==> src/inc/cmp_pkg.sv <==
// Constants and carrier types for the analog comparator control block.
// Assumes a 32-bit AHB-Lite register bus and one 20 MHz system clock.
package cmp_pkg;
    // Register indices; byte address is four times the index
    localparam logic [7:0] IDX_CTRL = 8'h18;
    localparam logic [7:0] IDX_SEL = 8'h19;
    localparam logic [9:0] ADDR_CTRL = {IDX_CTRL, 2'b00};
    localparam logic [9:0] ADDR_SEL = {IDX_SEL, 2'b00};
    localparam int ADDR_W = 10;

    // Control register fields
    localparam int CTRL_EN_BIT = 7;
    localparam int CTRL_RES_BIT = 6;
    localparam int CTRL_SMP_BIT = 5;
    localparam int CTRL_INV_BIT = 4;
    localparam int CTRL_MINUS_HI = 3;
    localparam int CTRL_MINUS_LO = 1;
    localparam int CTRL_PLUS_BIT = 0;

    // Selection register fields
    localparam int SEL_OUT_BIT = 7;
    localparam int SEL_WAKE_BIT = 6;
    localparam int SEL_RHI_BIT = 5;
    localparam int SEL_RLO_BIT = 4;
    localparam int SEL_LVL_HI = 3;
    localparam int SEL_LVL_LO = 0;

    // Minus input codes; 3'h6 and 3'h7 are reserved
    localparam logic [2:0] MINUS_PA3 = 3'h0;
    localparam logic [2:0] MINUS_PA4 = 3'h1;
    localparam logic [2:0] MINUS_BANDGAP = 3'h2;
    localparam logic [2:0] MINUS_LADDER = 3'h3;
    localparam logic [2:0] MINUS_PB6 = 3'h4;
    localparam logic [2:0] MINUS_PB7 = 3'h5;

    localparam logic [3:0] LVL_RESET = 4'h0;
    localparam logic [2:0] HSIZE_WORD = 3'h2;
    localparam logic [1:0] HTRANS_NONSEQ = 2'h2;

    // Register selected by an address phase
    typedef enum logic [2:0] {
        SEL_NONE = 3'b001,
        SEL_CTRL = 3'b010,
        SEL_SELR = 3'b100
    } reg_sel_t;

    // Control register state
    typedef struct packed {
        logic enable;
        logic sample;
        logic invert;
        logic [2:0] minus_sel;
        logic plus_pa4;
    } ctrl_reg_t;

    // Selection register state
    typedef struct packed {
        logic out_en;
        logic wake_en;
        logic range_hi;
        logic range_lo;
        logic [3:0] level;
    } sel_reg_t;

    // Port A line 0 drive
    typedef struct packed {
        logic out;
        logic oe;
    } pin_drive_t;
endpackage

==> src/rtl/analog_comparator_control.sv <==
// Control and readout logic around the on-chip analog comparator.
// Assumes an AHB-Lite master, an asynchronous comparator output and
// an asynchronous second timer clock sampled on clk.
//
// Operation
// Control bit 7 enables comparator; cleared by reset.
// Software disables digital input on analog pins when comparator on.
// Read-only control bit 6 shows result, 1 when plus above minus.
// Control bit 5 selects timer-clock resampling of result; resets 0.
// Control bit 4 inverts result polarity; resets 0.
// Control bits 3..1 select minus input; codes 11X reserved.
// Software avoids bandgap minus input when using comparator wake-up.
// Control bit 0 selects plus input: ladder tap or port A line 4.
// Selection bit 7 drives result onto port A line 0.
// Selection bit 6 raises wake-up on each result level change.
// Selection bits 5 and 4 pick ladder high and low range.
// Selection bits 3..0 set ladder tap, 0000 lowest to 1111.
// Sampled mode registers inverted result on timer clock edge.
// Raw comparator output synchronised by two registers first.
`timescale 1ns/1ns
module analog_comparator_control
    import cmp_pkg::*;
(
    // Clock and reset
    input wire logic clk,
    input wire logic rst_b,
    // AHB-Lite slave
    input wire logic hsel,
    input wire logic [31:0] haddr,
    input wire logic [1:0] htrans,
    input wire logic hwrite,
    input wire logic [2:0] hsize,
    input wire logic [31:0] hwdata,
    input wire logic hready,
    output logic hreadyout,
    output logic hresp,
    output logic [31:0] hrdata,
    // Analog comparator
    input wire logic cmp_raw,
    input wire logic second_timer_clock,
    output ctrl_reg_t analog_ctrl,
    output sel_reg_t ladder_ctrl,
    // Port A line 0 and wake-up
    output pin_drive_t port_a_line0,
    output logic wake_up
);

    function automatic reg_sel_t decode(input logic [31:0] addr);
        if (addr[ADDR_W-1:0] == ADDR_CTRL && addr[31:ADDR_W] == '0) begin
            return SEL_CTRL;
        end
        if (addr[ADDR_W-1:0] == ADDR_SEL && addr[31:ADDR_W] == '0) begin
            return SEL_SELR;
        end
        return SEL_NONE;
    endfunction

    ctrl_reg_t ctrl_ff;
    sel_reg_t sel_ff;
    reg_sel_t dsel_ff;
    logic wr_pend_ff;
    logic [31:0] hrdata_ff;
    logic hreadyout_ff;
    logic hresp_ff;
    logic raw_s1_ff, raw_s2_ff;
    logic tck_s1_ff, tck_s2_ff, tck_d_ff;
    logic sampled_ff;
    logic result_ff;
    logic prev_ff;
    logic wake_ff;
    pin_drive_t pin_ff;
    logic addr_ok;
    reg_sel_t asel;
    logic tck_edge;
    logic inv_w;
    logic nxt_result;
    logic wr_ctrl, wr_sel;

    assign addr_ok = hsel && hready && htrans == HTRANS_NONSEQ;
    assign asel = decode(haddr);
    assign wr_ctrl = wr_pend_ff && dsel_ff == SEL_CTRL;
    assign wr_sel = wr_pend_ff && dsel_ff == SEL_SELR;

    // Zero-wait slave, always OKAY
    always_ff @(posedge clk) begin
        if (!rst_b) begin
            hreadyout_ff <= 1'b1;
            hresp_ff <= 1'b0;
        end else begin
            hreadyout_ff <= 1'b1;
            hresp_ff <= 1'b0;
        end
    end

    // Address phase capture; only whole-word writes are taken
    always_ff @(posedge clk) begin
        if (!rst_b) begin
            wr_pend_ff <= 1'b0;
            dsel_ff <= SEL_NONE;
        end else begin
            wr_pend_ff <= addr_ok && hwrite && hsize == HSIZE_WORD;
            dsel_ff <= addr_ok ? asel : SEL_NONE;
        end
    end

    // Status readback
    // Read data is built in the address phase so hrdata is a flop
    always_ff @(posedge clk) begin
        if (!rst_b) begin
            hrdata_ff <= '0;
        end else if (addr_ok && !hwrite && asel == SEL_CTRL) begin
            hrdata_ff <= '0;
            hrdata_ff[CTRL_EN_BIT] <= ctrl_ff.enable;
            hrdata_ff[CTRL_RES_BIT] <= result_ff;
            hrdata_ff[CTRL_SMP_BIT] <= ctrl_ff.sample;
            hrdata_ff[CTRL_INV_BIT] <= ctrl_ff.invert;
            hrdata_ff[CTRL_MINUS_HI:CTRL_MINUS_LO] <= ctrl_ff.minus_sel;
            hrdata_ff[CTRL_PLUS_BIT] <= ctrl_ff.plus_pa4;
        end else begin
            // Selection register is write-only and reads as zero
            hrdata_ff <= '0;
        end
    end

    // Enable and control fields
    // Bit 6 is read-only; writes to it are dropped
    always_ff @(posedge clk) begin
        if (!rst_b) begin
            ctrl_ff <= '0;
        end else if (wr_ctrl) begin
            ctrl_ff.enable <= hwdata[CTRL_EN_BIT];
            ctrl_ff.sample <= hwdata[CTRL_SMP_BIT];
            ctrl_ff.invert <= hwdata[CTRL_INV_BIT];
            // Minus select
            ctrl_ff.minus_sel <= hwdata[CTRL_MINUS_HI:CTRL_MINUS_LO];
            // Plus select
            ctrl_ff.plus_pa4 <= hwdata[CTRL_PLUS_BIT];
        end
    end

    // Range and level fields
    always_ff @(posedge clk) begin
        if (!rst_b) begin
            sel_ff <= '0;
            sel_ff.level <= LVL_RESET;
        end else if (wr_sel) begin
            sel_ff.out_en <= hwdata[SEL_OUT_BIT];
            sel_ff.wake_en <= hwdata[SEL_WAKE_BIT];
            sel_ff.range_hi <= hwdata[SEL_RHI_BIT];
            sel_ff.range_lo <= hwdata[SEL_RLO_BIT];
            // Ladder tap level
            sel_ff.level <= hwdata[SEL_LVL_HI:SEL_LVL_LO];
        end
    end

    // Two-stage synchroniser
    always_ff @(posedge clk) begin
        if (!rst_b) begin
            raw_s1_ff <= 1'b0;
            raw_s2_ff <= 1'b0;
        end else begin
            raw_s1_ff <= cmp_raw;
            raw_s2_ff <= raw_s1_ff;
        end
    end

    // Timer clock is slower than clk; its rising edge is found after sync
    always_ff @(posedge clk) begin
        if (!rst_b) begin
            tck_s1_ff <= 1'b0;
            tck_s2_ff <= 1'b0;
            tck_d_ff <= 1'b0;
        end else begin
            tck_s1_ff <= second_timer_clock;
            tck_s2_ff <= tck_s1_ff;
            tck_d_ff <= tck_s2_ff;
        end
    end

    assign tck_edge = tck_s2_ff && !tck_d_ff;
    // Polarity inversion
    // A disabled comparator reads as zero before inversion
    assign inv_w = (raw_s2_ff && ctrl_ff.enable) ^ ctrl_ff.invert;

    // Timer-clock sample
    always_ff @(posedge clk) begin
        if (!rst_b) begin
            sampled_ff <= 1'b0;
        end else if (tck_edge) begin
            sampled_ff <= inv_w;
        end
    end

    // Sampled or direct path
    assign nxt_result = ctrl_ff.sample ? sampled_ff : inv_w;

    always_ff @(posedge clk) begin
        if (!rst_b) begin
            result_ff <= 1'b0;
            prev_ff <= 1'b0;
        end else begin
            result_ff <= nxt_result;
            prev_ff <= result_ff;
        end
    end

    // Wake-up on level change
    always_ff @(posedge clk) begin
        if (!rst_b) begin
            wake_ff <= 1'b0;
        end else begin
            wake_ff <= sel_ff.wake_en && (result_ff != prev_ff);
        end
    end

    // Drive port A line 0
    always_ff @(posedge clk) begin
        if (!rst_b) begin
            pin_ff <= '0;
        end else begin
            pin_ff.out <= result_ff && sel_ff.out_en;
            pin_ff.oe <= sel_ff.out_en;
        end
    end

    assign hreadyout = hreadyout_ff;
    assign hresp = hresp_ff;
    assign hrdata = hrdata_ff;
    assign analog_ctrl = ctrl_ff;
    assign ladder_ctrl = sel_ff;
    assign port_a_line0 = pin_ff;
    assign wake_up = wake_ff;
endmodule // analog_comparator_control

==> config.mk <==
export PLATFORM = sky130hd
export DESIGN_NAME = analog_comparator_control
export DESIGN_NICKNAME = d
export VERILOG_FILES = /design/src/inc/cmp_pkg.sv /design/src/rtl/analog_comparator_control.sv
export SDC_FILE = /design/constraint.sdc
export NUM_CORES = 1
export LEC_CHECK = 0
export BUFFER_PORTS_ARGS = -buffer_cell sky130_fd_sc_hd__buf_2
export CAP_MARGIN = 20
export CELL_PAD_IN_SITES_DETAIL_PLACEMENT = 1
export CELL_PAD_IN_SITES_GLOBAL_PLACEMENT = 1
export CORE_MARGIN = 1.5
export CORE_UTILIZATION = 29
export DETAILED_ROUTE_END_ITERATION = 10
export PLACE_DENSITY_LB_ADDON = 0.1
export SLEW_MARGIN = 15
export SYNTH_ARGS = -nofsm -noshare
export SYNTH_HDL_FRONTEND = slang
export SYNTH_SLANG_ARGS = --single-unit
==> constraint.sdc <==
create_clock -name clk -period 2.45 [get_ports clk]
set_input_delay 0.1225 -clock clk [delete_from_list [all_inputs] [get_ports clk]]
set_output_delay 0.1225 -clock clk [all_outputs]
set_load 0.01 [all_outputs]
# Word-level counts from Yosys, hierarchy flattened
# Index checks and enable logic that the tools add are counted.
# W data, S select, Z words.
dict set report totals {
  ff_bits 62
  latch_bits 0
  ram_bits 0
  romBits 0
  out_inout_bits 52
  memories 0
}
dict set report classes {
  add_sub_neg 0
  mul 0
  div_mod_pow 0
  n_lt_le_gt_ge 0
  eq_ne 8
  n_shift 0
  muxes 8
  bitwise 1
  reduce_logical 19
}
# cell n
set op_table {}
lappend op_table {{$logic_not A22 Y1} 1}
lappend op_table {{$eq A10 B7 Y1 const B} 2}
lappend op_table {{$logic_and A1 B1 Y1} 14}
lappend op_table {{$mux W3} 4}
lappend op_table {{$eq A3 B2 Y1 const B} 3}
lappend op_table {{$mux W1} 4}
lappend op_table {{$reduce_and A2 Y1} 2}
lappend op_table {{$eq A3 B3 Y1 const B} 1}
lappend op_table {{$eq A2 B2 Y1 const B} 1}
lappend op_table {{$logic_not A1 Y1} 2}
lappend op_table {{$ne A1 B1 Y1} 1}
lappend op_table {{$xor A1 B1 Y1} 1}

# Longest topological paths before layout
# Gate-level depths: netlist of run 1.
dict set report depth {
  word_depth 9
  mapped_depth 4
}

# Worst setup path after synthesis of run 1
# Ideal clock, no wire load.
dict set report synth_path {
  kind {flip-flop to flip-flop}
  from {register dsel_ff[2]}
  to {register sel_ff, in the netlist ladder_ctrl[3]}
  setup_ns 0.117
  arrival_time_ns 1.019
  path_slack_ns 1.314
  path_stages_with_launch 5
  n_path_buf 1
  cell_sequence {dfxtp_1 > nor4bb_1 > buf_2 > mux2i_1 > nor2_1}
}
dict set report synth_via {
  elab_chain_cells 2
}
# item line
set synth_rtl {}
lappend synth_rtl {{from (decl)} analog_comparator_control.sv:60} ;# reg_sel_t dsel_ff;
lappend synth_rtl {{from (signal assigned)} analog_comparator_control.sv:102} ;# dsel_ff <= addr_ok ? asel : SEL_NONE;
lappend synth_rtl {{$eq A3 B3 Y1} analog_comparator_control.sv:82} ;# assign wr_sel = wr_pend_ff && dsel_ff == SEL_SELR;
lappend synth_rtl {{$logic_and A1 B1 Y1} analog_comparator_control.sv:82}
lappend synth_rtl {{to (decl)} analog_comparator_control.sv:59} ;# sel_reg_t sel_ff;
# No other way between the ends.
# A chain may end at the register's enable or synchronous reset.

# Worst setup path in the final report of run 1
dict set report layout_path {
  from {register dsel_ff[0]}
  to {register ctrl_ff, in the netlist analog_ctrl[4]}
}
dict set report layout_via {
  elab_chain_cells 2
}
# item line
set layout_rtl {}
lappend layout_rtl {{$eq A3 B2 Y1} analog_comparator_control.sv:81} ;# assign wr_ctrl = wr_pend_ff && dsel_ff == SEL_CTRL;
lappend layout_rtl {{$logic_and A1 B1 Y1} analog_comparator_control.sv:81}
lappend layout_rtl {{to (decl)} analog_comparator_control.sv:58} ;# ctrl_reg_t ctrl_ff;
# No other way between the ends.

==> impl_metrics.env, run 1 <==
export IMPL_status="complete, no violations"
export IMPL_die_y_um=78.07
export IMPL_hold_buffers=0
export IMPL_r2r_cells=4
export IMPL_cp_end_kind="register"
export IMPL_nets=317
export IMPL_r2r_end="analog_ctrl[4]"
export IMPL_cp_arrival_ns=1.60
export IMPL_numCtsBuffers=5
export IMPL_drive_above_1_share_pct=42.98
export IMPL_gp_congestion=0.6844
export IMPL_cp_slowest_cell="nor4bb_2"
export IMPL_relSlewSlack_pct=61.42
export IMPL_grt_pass1_wl_um=6203
export IMPL_finalCritPeriodShare_pct=58.39
export IMPL_initial_core_util_pct=29.86
export IMPL_hold_viol_final=0
export IMPL_critPathKind="reg -> reg"
export IMPL_synth_seq_area_share_pct=46.55
export IMPL_critical_path_max_fanout=5
export IMPL_vias=1347
export IMPL_ctsLongestPathBuffers=2
export IMPL_period_minus_slack_ns=1.430
export IMPL_rsz0062_at_grt="no"
export IMPL_dp_cells=306
export IMPL_syn_cell_area_sq_um=1634
export IMPL_setup_viol=0
export IMPL_cpPeakStageDelay_ns=0.48
export IMPL_wirelength_um=3773
export IMPL_path_clk_slew_ns=0.07
export IMPL_antenna_found_initial=0
export IMPL_max_slew_worst_pin_slew_ns=0.5766
export IMPL_clock_skew_ns=0.007509
export IMPL_syn2layout_area_growth_pct=29.17
export IMPL_ys_ff_latch=38
export IMPL_ys_types=28
export IMPL_tns_ns=0
export IMPL_antenna_cells=0
export IMPL_cts_setup_buffers=0
export IMPL_drv_cap=0
export IMPL_fill_cells=688
export IMPL_clockRootBuffer="clkbuf_8"
export IMPL_maxSlewViolCount=0
export IMPL_overflow=0
export IMPL_stdcell_count=314
export IMPL_hp_class="in -> reg"
export IMPL_grt_pass1_vias=1353
export IMPL_vias_per_cell=4.290
export IMPL_path_depth=4
export IMPL_wl_per_cell_um=12.02
export IMPL_avgSynthCellArea_sq_um=10.21
export IMPL_htreeDepth=2
export IMPL_cts_tree="yes"
export IMPL_fmax_ghz=0.6991
export IMPL_grt_max_degree=18
export IMPL_ant_nets=0
export IMPL_holdPathEnd="dsel_ff[1]"
export IMPL_crit_chain="nor4bb_2 -> buf_4 -> mux2i_1 -> nor2_1"
export IMPL_ys_warnings_count=0
export IMPL_ir_worst_vdd_uv=187.6
export IMPL_row_count=27
export IMPL_synthCells=160
export IMPL_multi_input_area_sq_um=726.9
export IMPL_grt_use_total_pct=13.07
export IMPL_insertion_delay_ns=0.29
export IMPL_ctsResizeCount=0
export IMPL_hold_path_cell_count=2
export IMPL_final_cell_mix="buf_2, dfxtp_1, conb_1"
export IMPL_holdCritStartpoint="haddr[2]"
export IMPL_clock_sinks=38
export IMPL_ioPinCount=128
export IMPL_dp_hpwl_um=3039
export IMPL_r2r_start="dsel_ff[0]"
export IMPL_power_density_nw_per_um2=539.4
export IMPL_rrSetupSlack_ns=1.02
export IMPL_critical_path_required_ns=2.62
export IMPL_final_common_cell="buf_2"
export IMPL_core_area_sq_um=5473
export IMPL_p_leak_nw=0.9544
export IMPL_regArea_sq_um=760.7
export IMPL_drt_initial_drc_count=24
export IMPL_cpLargestDelayFamily="simple AND/OR/NAND/NOR gates"
export IMPL_die_x_um=78.07
export IMPL_port_buffers=77
export IMPL_first_pass_iters=3
export IMPL_die_area_sq_um=6094
export IMPL_crit_buf_inv=1
export IMPL_route_detailed_drc=0
export IMPL_setup_worst_path_start_class="register"
==> metal layers <==
layer  routed length (um)  up-vias  track usage, %
met5                    0        -               0
met4                   61        0           5.357
met3                  350        6           3.953
met2                 1823       78           22.70
met1                 1538      610           14.89
li1                     -      653               -
==> area by class of cell <==
cell class,instances,area share [%]
clock inverters,1,0.2371
repair buffers,83,20.39
well taps,72,4.268
flip-flops and latches,38,36.04
multi-input cells,110,34.44
inverters,3,0.5335
clock buffers,7,4.090
==> synth_stat cells, drive strengths merged <==
| cell type | n | area (sq um) |
|---|---|---|
| or3 | 1 | 6.260 |
| and4b | 1 | 10.01 |
| nand4b | 1 | 8.760 |
| and3 | 3 | 18.77 |
| nand4 | 2 | 12.51 |
| and2 | 7 | 43.79 |
| conb | 2 | 7.510 |
| xor2 | 1 | 8.760 |
| dfxtp | 38 | 760.7 |
| nor2 | 17 | 63.81 |
| and3b | 1 | 8.760 |
| nor3 | 4 | 20.02 |
| nor4b | 2 | 23.77 |
| inv | 2 | 7.510 |
| nor4 | 15 | 162.7 |
| clkbuf | 1 | 3.750 |
| nor4bb | 3 | 30.03 |
| buf | 32 | 234.0 |
| mux2i | 15 | 150.1 |
| nand2 | 8 | 30.03 |
| a21oi | 1 | 5.000 |
| clkinv | 1 | 3.750 |
| nor2b | 1 | 6.260 |
| a21boi | 1 | 7.510 |
==> cell families (layout without fill, tap and decap cells) <==
group	Yosys count	in the layout	share of synthesized area (%)
compound gates	2	2	0.7656
xor+xnor	1	1	0.5361
mux	15	15	9.188
flops	38	38	46.55
buf+inv	36	94	15.24
simple gates	66	66	27.26
other cells	2	26	0.4596
==> state kept, by name, indices dropped and copies added, names as in the netlist <==
name	cells
tck_d_ff	1
dsel_ff	3
sampled_ff	1
ladder_ctrl	8
analog_ctrl	7
tck_s1_ff	1
hrdata	8
tck_s2_ff	1
raw_s1_ff	1
port_a_line0	2
result_ff	1
raw_s2_ff	1
prev_ff	1
wake_up	1
wr_pend_ff	1
==> report_power, final <==
| part | internal (mW) | switching [mW] |
|---|---|---|
| Clock | 0.227 | 0.208 |
| Combinational | 0.0357 | 0.0448 |
| Sequential | 0.622 | 0.00163 |
==> worst register-to-register path, stage by stage (launching register included) <==
cell	delay [ns]
dfxtp_1	0.33
nor4bb_2	0.48
buf_4	0.25
mux2i_1	0.20
nor2_1	0.06
==> worst max-delay path by stage <==
stage / start / endpoint / slack [ns]
after floorplan: dsel_ff[2] / ladder_ctrl[3] / 1.31
after global placement: haddr[17] / hrdata[1] / 0.90
after detailed placement: haddr[17] / hrdata[3] / 0.89
after CTS: dsel_ff[0] / analog_ctrl[4] / 0.96
after global routing: dsel_ff[0] / analog_ctrl[4] / 0.86
final: dsel_ff[0] / analog_ctrl[4] / 1.02
==> through the flow <==
step	setup slack [ns]	total power, mW	hold slack [ns]	util [%]	instance area, sq um
after floorplan	1.314	0.7014	0.1935	-	1724
after global placement	0.9006	0.7183	0.3286	36.90	2019
after detailed placement	0.8923	0.7192	0.3307	36.90	2019
after CTS	0.9556	1.156	0.02454	38.57	2111
after global routing	0.8606	1.202	0.03256	38.57	2111
final	1.020	1.139	0.03278	38.57	2111
Power figures use the tool's default switching activity.
==> run 2, diff against run 1 <==
- CORE_UTILIZATION: 29 -> 24
- clock period: 2.45 -> 1.3 ns (I/O delays scaled with it)
==> run 2 against run 1 <==
The run now ends with DRC left. Sequential share of layout area shrank 1.7 points. Cell area grew 4.8%. Worst setup slack lost 0.95 ns. Sequential cell count is the same.
==> impl_metrics.env, run 2 (synthesized netlist as in run 1, its figures left out) <==
export IMPL_cp_slowest_cell="dfxtp_1"
export IMPL_drt_initial_drc_count=31
export IMPL_clock_sinks=38
export IMPL_ioPinCount=128
export IMPL_die_area_sq_um=7313
export IMPL_tns_ns=0
export IMPL_status="finished, violations left"
export IMPL_cpPeakStageDelay_ns=0.36
export IMPL_period_minus_slack_ns=1.228
export IMPL_critical_path_max_fanout=8
export IMPL_antenna_cells=0
export IMPL_cp_end_kind="register"
export IMPL_finalCritPeriodShare_pct=94.45
export IMPL_port_buffers=77
export IMPL_insertion_delay_ns=0.28
export IMPL_antenna_found_initial=0
export IMPL_cts_tree="yes"
export IMPL_vias=1353
export IMPL_path_clk_slew_ns=0.07
export IMPL_setup_worst_path_start_class="register"
export IMPL_ir_worst_vdd_uv=303.8
export IMPL_wirelength_um=3871
export IMPL_route_detailed_drc=6
export IMPL_drive_above_1_share_pct=44.05
export IMPL_overflow=0
export IMPL_grt_pass1_wl_um=6251
export IMPL_dp_cells=318
export IMPL_stdcell_count=329
export IMPL_initial_core_util_pct=25.30
export IMPL_core_area_sq_um=6459
export IMPL_drv_cap=0
export IMPL_first_pass_iters=6
export IMPL_maxSlewViolCount=0
export IMPL_violations="DRC"
export IMPL_p_leak_nw=0.9990
export IMPL_final_common_cell="buf_2"
export IMPL_cp_arrival_ns=1.41
export IMPL_row_count=29
export IMPL_final_cell_mix="buf_2, dfxtp_1, conb_1"
export IMPL_htreeDepth=2
export IMPL_clockRootBuffer="clkbuf_8"
export IMPL_power_density_nw_per_um2=978.9
export IMPL_vias_per_cell=4.112
export IMPL_hp_class="in -> reg"
export IMPL_syn2layout_area_growth_pct=35.38
export IMPL_dp_hpwl_um=3159
export IMPL_gp_congestion=0.6733
export IMPL_crit_buf_inv=1
export IMPL_setup_viol=0
export IMPL_crit_chain="nor4bb_4 -> buf_6 -> mux2i_1 -> nor2_1"
export IMPL_ant_nets=0
export IMPL_grt_max_degree=13
export IMPL_ctsLongestPathBuffers=2
export IMPL_critical_path_required_ns=1.48
export IMPL_fmax_ghz=0.8145
export IMPL_nets=327
export IMPL_cpLargestDelayFamily="flip-flops"
export IMPL_hold_viol_final=0
export IMPL_wl_per_cell_um=11.77
export IMPL_critPathKind="reg -> reg"
export IMPL_die_x_um=85.52
export IMPL_grt_use_total_pct=11.01
export IMPL_clock_skew_ns=0.003204
export IMPL_grt_pass1_vias=1370
export IMPL_die_y_um=85.52
export IMPL_numCtsBuffers=5
[run 2: report_power, final]
part	switching (mW)	internal, mW
clock	0.398	0.428
sequential	0.00308	1.17
combinational	0.0862	0.0791
[run 2: timing repair]
item | 4_1_cts | 5_1_grt
hold buffers | 3 | 0
endpoints found under the hold margin | 3 | 0
endpoints found under the setup margin | 0 | 7
setup buffers | 0 | 0
resized for setup | 0 | 2
[run 2: worst paths after layout]
| kind | to | cells after the start | slack (ns) | start |
|---|---|---|---|---|
| setup / recovery | ladder_ctrl[2] | 4 | 0.07 | dsel_ff[2] |
| setup reg to reg | ladder_ctrl[2] | 4 | 0.07 | dsel_ff[2] |
| hold / removal | ladder_ctrl[6] | 3 | 0.008 | hwdata[6] |
| hold reg to reg | tck_s2_ff | 1 | 0.43 | tck_s1_ff |
[run 2: layout make-up]
type / count / area (sq um)
fill: 798 / 4247
sequential: 38 / 760.7
multi-input combinational: 110 / 735.7
timing repair buffer: 93 / 516.7
tap: 77 / 96.34
clock buffer: 7 / 86.33
inverter: 3 / 11.26
clock inverter: 1 / 5.005
[run 2: per-layer routing]
metal	wire length [um]	vias to the layer above	GRT usage, %
li1	-	672	-
met1	1715	596	14.74
met2	1689	81	16.46
met3	419	4	3.465
met4	46	0	4.399
met5	0	-	0
[run 2: metrics by stage]
step	hold WS, ns	cell area, sq um	total power [mW]	setup slack, ns	utilization (%)
after global routing	0.01362	2212	2.274	-0.02559	34.25
after detailed placement	0.2782	2078	1.361	0.01212	32.18
after global placement	0.2763	2078	1.359	0.01315	32.18
final	0.008296	2212	2.166	0.07220	34.25
after floorplan	0.1360	1724	1.322	0.1643	-
after CTS	0.003400	2200	2.202	0.05002	34.06
[run 2: worst reg2reg max path, cell delays in order, from the launching register on]
cell,delay [ns]
dfxtp_1,0.36
nor4bb_4,0.31
buf_6,0.20
mux2i_1,0.20
nor2_1,0.05
==> run 3, diff against run 2 <==
- ABC_AREA: default -> 1
- CORE_UTILIZATION: 24 -> 23
==> run 3 against run 2 <==
The flow now finishes without violations. Global-route usage shrank 0.66 points. Worst setup slack improved by 0.17 ns. Cell area shrank 3.3%. Synthesized cell count rose by 30%. Sequential share of layout area grew 1.2 points. Routed wire length fell by 2.0%. Utilization is 2.9 points lower. Final cell count is 18% higher. Sequential cell count unchanged. Area after synthesis fell by 0.46%. Power down 1.2%. Sequential power barely moved. Largest cell class unchanged.
==> impl_metrics.env, run 3 <==
export IMPL_ys_flop_type="dfxtp_1"
export IMPL_ys_types=22
export IMPL_ys_warnings_count=0
export IMPL_grt_use_total_pct=10.34
export IMPL_p_sw_share_pct=22.36
export IMPL_grt_pass1_vias=1321
export IMPL_p_comb_share_pct=8.5
export IMPL_synth_seq_area_share_pct=46.77
export IMPL_grt_max_degree=25
export IMPL_port_buffers=77
export IMPL_vias=1392
export IMPL_drv_cap=0
export IMPL_hp_class="in -> reg"
export IMPL_route_detailed_drc=0
export IMPL_holdCritStartpoint="hsize[1]"
export IMPL_gp_congestion=0.7160
export IMPL_die_y_um=87.10
export IMPL_htreeDepth=2
export IMPL_antenna_cells=0
export IMPL_hold_buffers=2
export IMPL_die_x_um=87.10
export IMPL_ir_worst_vdd_uv=274.3
export IMPL_tns_ns=0
export IMPL_final_cell_mix="buf_2, dfxtp_1, nor2_1"
export IMPL_nets=368
export IMPL_cp_arrival_ns=1.23
export IMPL_setup_worst_path_start_class="register"
export IMPL_syn_cell_area_sq_um=1627
export IMPL_ys_ff_latch=38
export IMPL_status="complete, no violations"
export IMPL_p_int_mw=1.661
export IMPL_critical_path_max_fanout=7
export IMPL_rsz0062_at_grt="no"
export IMPL_cts_setup_buffers=0
export IMPL_drive_above_1_share_pct=36.08
export IMPL_drt_initial_drc_count=35
export IMPL_seqPwrFrac_pct=54.9
export IMPL_final_common_cell="buf_2"
export IMPL_synthCells=208
export IMPL_row_count=30
export IMPL_clock_sinks=38
export IMPL_numCtsBuffers=5
export IMPL_final_core_util_pct=31.30
export IMPL_antenna_found_initial=0
export IMPL_period_minus_slack_ns=1.062
export IMPL_synthTopCellsByArea="dfxtp_1, buf_4, nor2_1, inv_1, o21ai_0"
export IMPL_critical_path_required_ns=1.47
export IMPL_path_clk_slew_ns=0.07
export IMPL_startpoint="dsel_ff[1]"
export IMPL_synth_top_area_share_pct=46.77
export IMPL_core_area_sq_um=6832
export IMPL_ant_nets=0
export IMPL_p_leak_nw=1.067
export IMPL_stdcell_count=387
export IMPL_ctsLongestPathBuffers=2
export IMPL_setup_viol=0
export IMPL_vias_per_cell=3.597
export IMPL_overflow=0
export IMPL_avgSynthCellArea_sq_um=7.820
export IMPL_cts_tree="yes"
export IMPL_switchingPower_uw=478.5
export IMPL_wirelength_um=3794
export IMPL_synth_common_cells="dfxtp_1, nor2_1, inv_1"
export IMPL_ioPinCount=128
export IMPL_insertion_delay_ns=0.28
export IMPL_ctsResizeCount=0
export IMPL_power_density_nw_per_um2=1001
export IMPL_fmax_ghz=0.9412
export IMPL_dp_hpwl_um=3037
export IMPL_dp_cells=379
export IMPL_die_area_sq_um=7586
export IMPL_clockRootBuffer="clkbuf_8"
export IMPL_synth_most_common_cell="dfxtp_1"
export IMPL_hold_viol_final=0
export IMPL_synth_edf_count=0
export IMPL_syn2layout_area_growth_pct=31.46
export IMPL_clock_skew_ns=0.003576
export IMPL_synth_top_cell_by_area="dfxtp_1"
export IMPL_maxSlewViolCount=0
export IMPL_cp_end_kind="register"
export IMPL_fill_cells=874
export IMPL_critPathKind="reg -> reg"
export IMPL_clkPwrFrac_pct=36.6
export IMPL_initial_core_util_pct=23.81
export IMPL_wl_per_cell_um=9.804
export IMPL_grt_pass1_wl_um=6030
export IMPL_r2r_start="dsel_ff[1]"
export IMPL_ys_async_sr_fraction_pct=0
export IMPL_finalCritPeriodShare_pct=81.73
export IMPL_first_pass_iters=4
-- run 3: cell count changes after synthesis, moves of 4 or more --
cell | previous run | this run
a21oi_1 | 1 | 11
and2_1 | 7 | 0
inv_1 | 2 | 28
mux2i_1 | 15 | 0
nand2_1 | 8 | 18
nand3_1 | 0 | 5
nor2_1 | 17 | 37
nor2_2 | 0 | 11
nor3_1 | 4 | 0
nor4_1 | 4 | 0
nor4_2 | 11 | 0
o21ai_0 | 0 | 17
-- run 3: per-layer routing --
layer | track usage, % | part of all wire [%] | vias to the layer above
met3 | 3.033 | 7.5 | 2
met1 | 14.01 | 50 | 587
met5 | 0 | 0 | -
li1 | - | - | 745
met2 | 16.14 | 42 | 58
met4 | 2.597 | 0.66 | 0
-- run 3: cell type report --
class | count | area, sq um | share of cell area [%]
Multi-Input combinational cell | 136 | 638.1 | 29.84
Sequential cell | 38 | 760.7 | 35.58
Inverter | 29 | 108.9 | 5.091
Timing Repair Buffer | 82 | 427.9 | 20.01
Clock buffer | 6 | 82.58 | 3.862
Tap cell | 96 | 120.1 | 5.617
-- run 3: critical path, stage by stage (launching register included) --
cell and delay [ns]:
dfxtp_1 0.31, nor2_1 0.09, nand3_1 0.12, buf_4 0.19, o21ai_0 0.18, a21oi_1 0.06
-- run 3: cell families (layout without fill, tap and decap cells) --
logic type	after synthesis	count (layout)	synth area share [%]
buffers and inverters	58	117	19.54
other	2	26	0.4617
AOI/OAI and AO/OA	29	29	9.077
DFF	38	38	46.77
xor gates and xnor gates	1	1	0.5386
and+or+nand+nor	80	80	23.62
-- run 3: metrics by stage --
step           setup slack (ns)  power (mW)  cell area (sq um)  hold WS, ns
2_1_floorplan            0.3427       1.343               1717       0.1626
3_3_place_gp             0.2220       1.378               2036       0.2506
3_5_place_dp             0.2204       1.379               2036       0.2506
4_1_cts                  0.2345       2.188               2138      0.02012
5_1_grt                  0.1135       2.264               2138      0.02952
6_report                 0.2375       2.140               2138      0.02673
-- run 3: path summary, 6_finish.rpt --
kind                                  endpoint  slack [ns]  cells past startpoint
worst min-delay path                wr_pend_ff        0.03                      3
worst max-delay path            ladder_ctrl[7]        0.24                      5
worst max register to register  ladder_ctrl[7]        0.24                      5
worst min register to register       tck_s2_ff        0.41                      2
-- run 3: power by group through the flow --
stage / combinational (mW) / clock, mW / sequential [mW]
3_5_place_dp: 0.178 / 0 / 1.20
6_report: 0.182 / 0.783 / 1.17
4_1_cts: 0.184 / 0.831 / 1.17
5_1_grt: 0.209 / 0.881 / 1.17
3_3_place_gp: 0.177 / 0 / 1.20
2_1_floorplan: 0.142 / 0 / 1.20
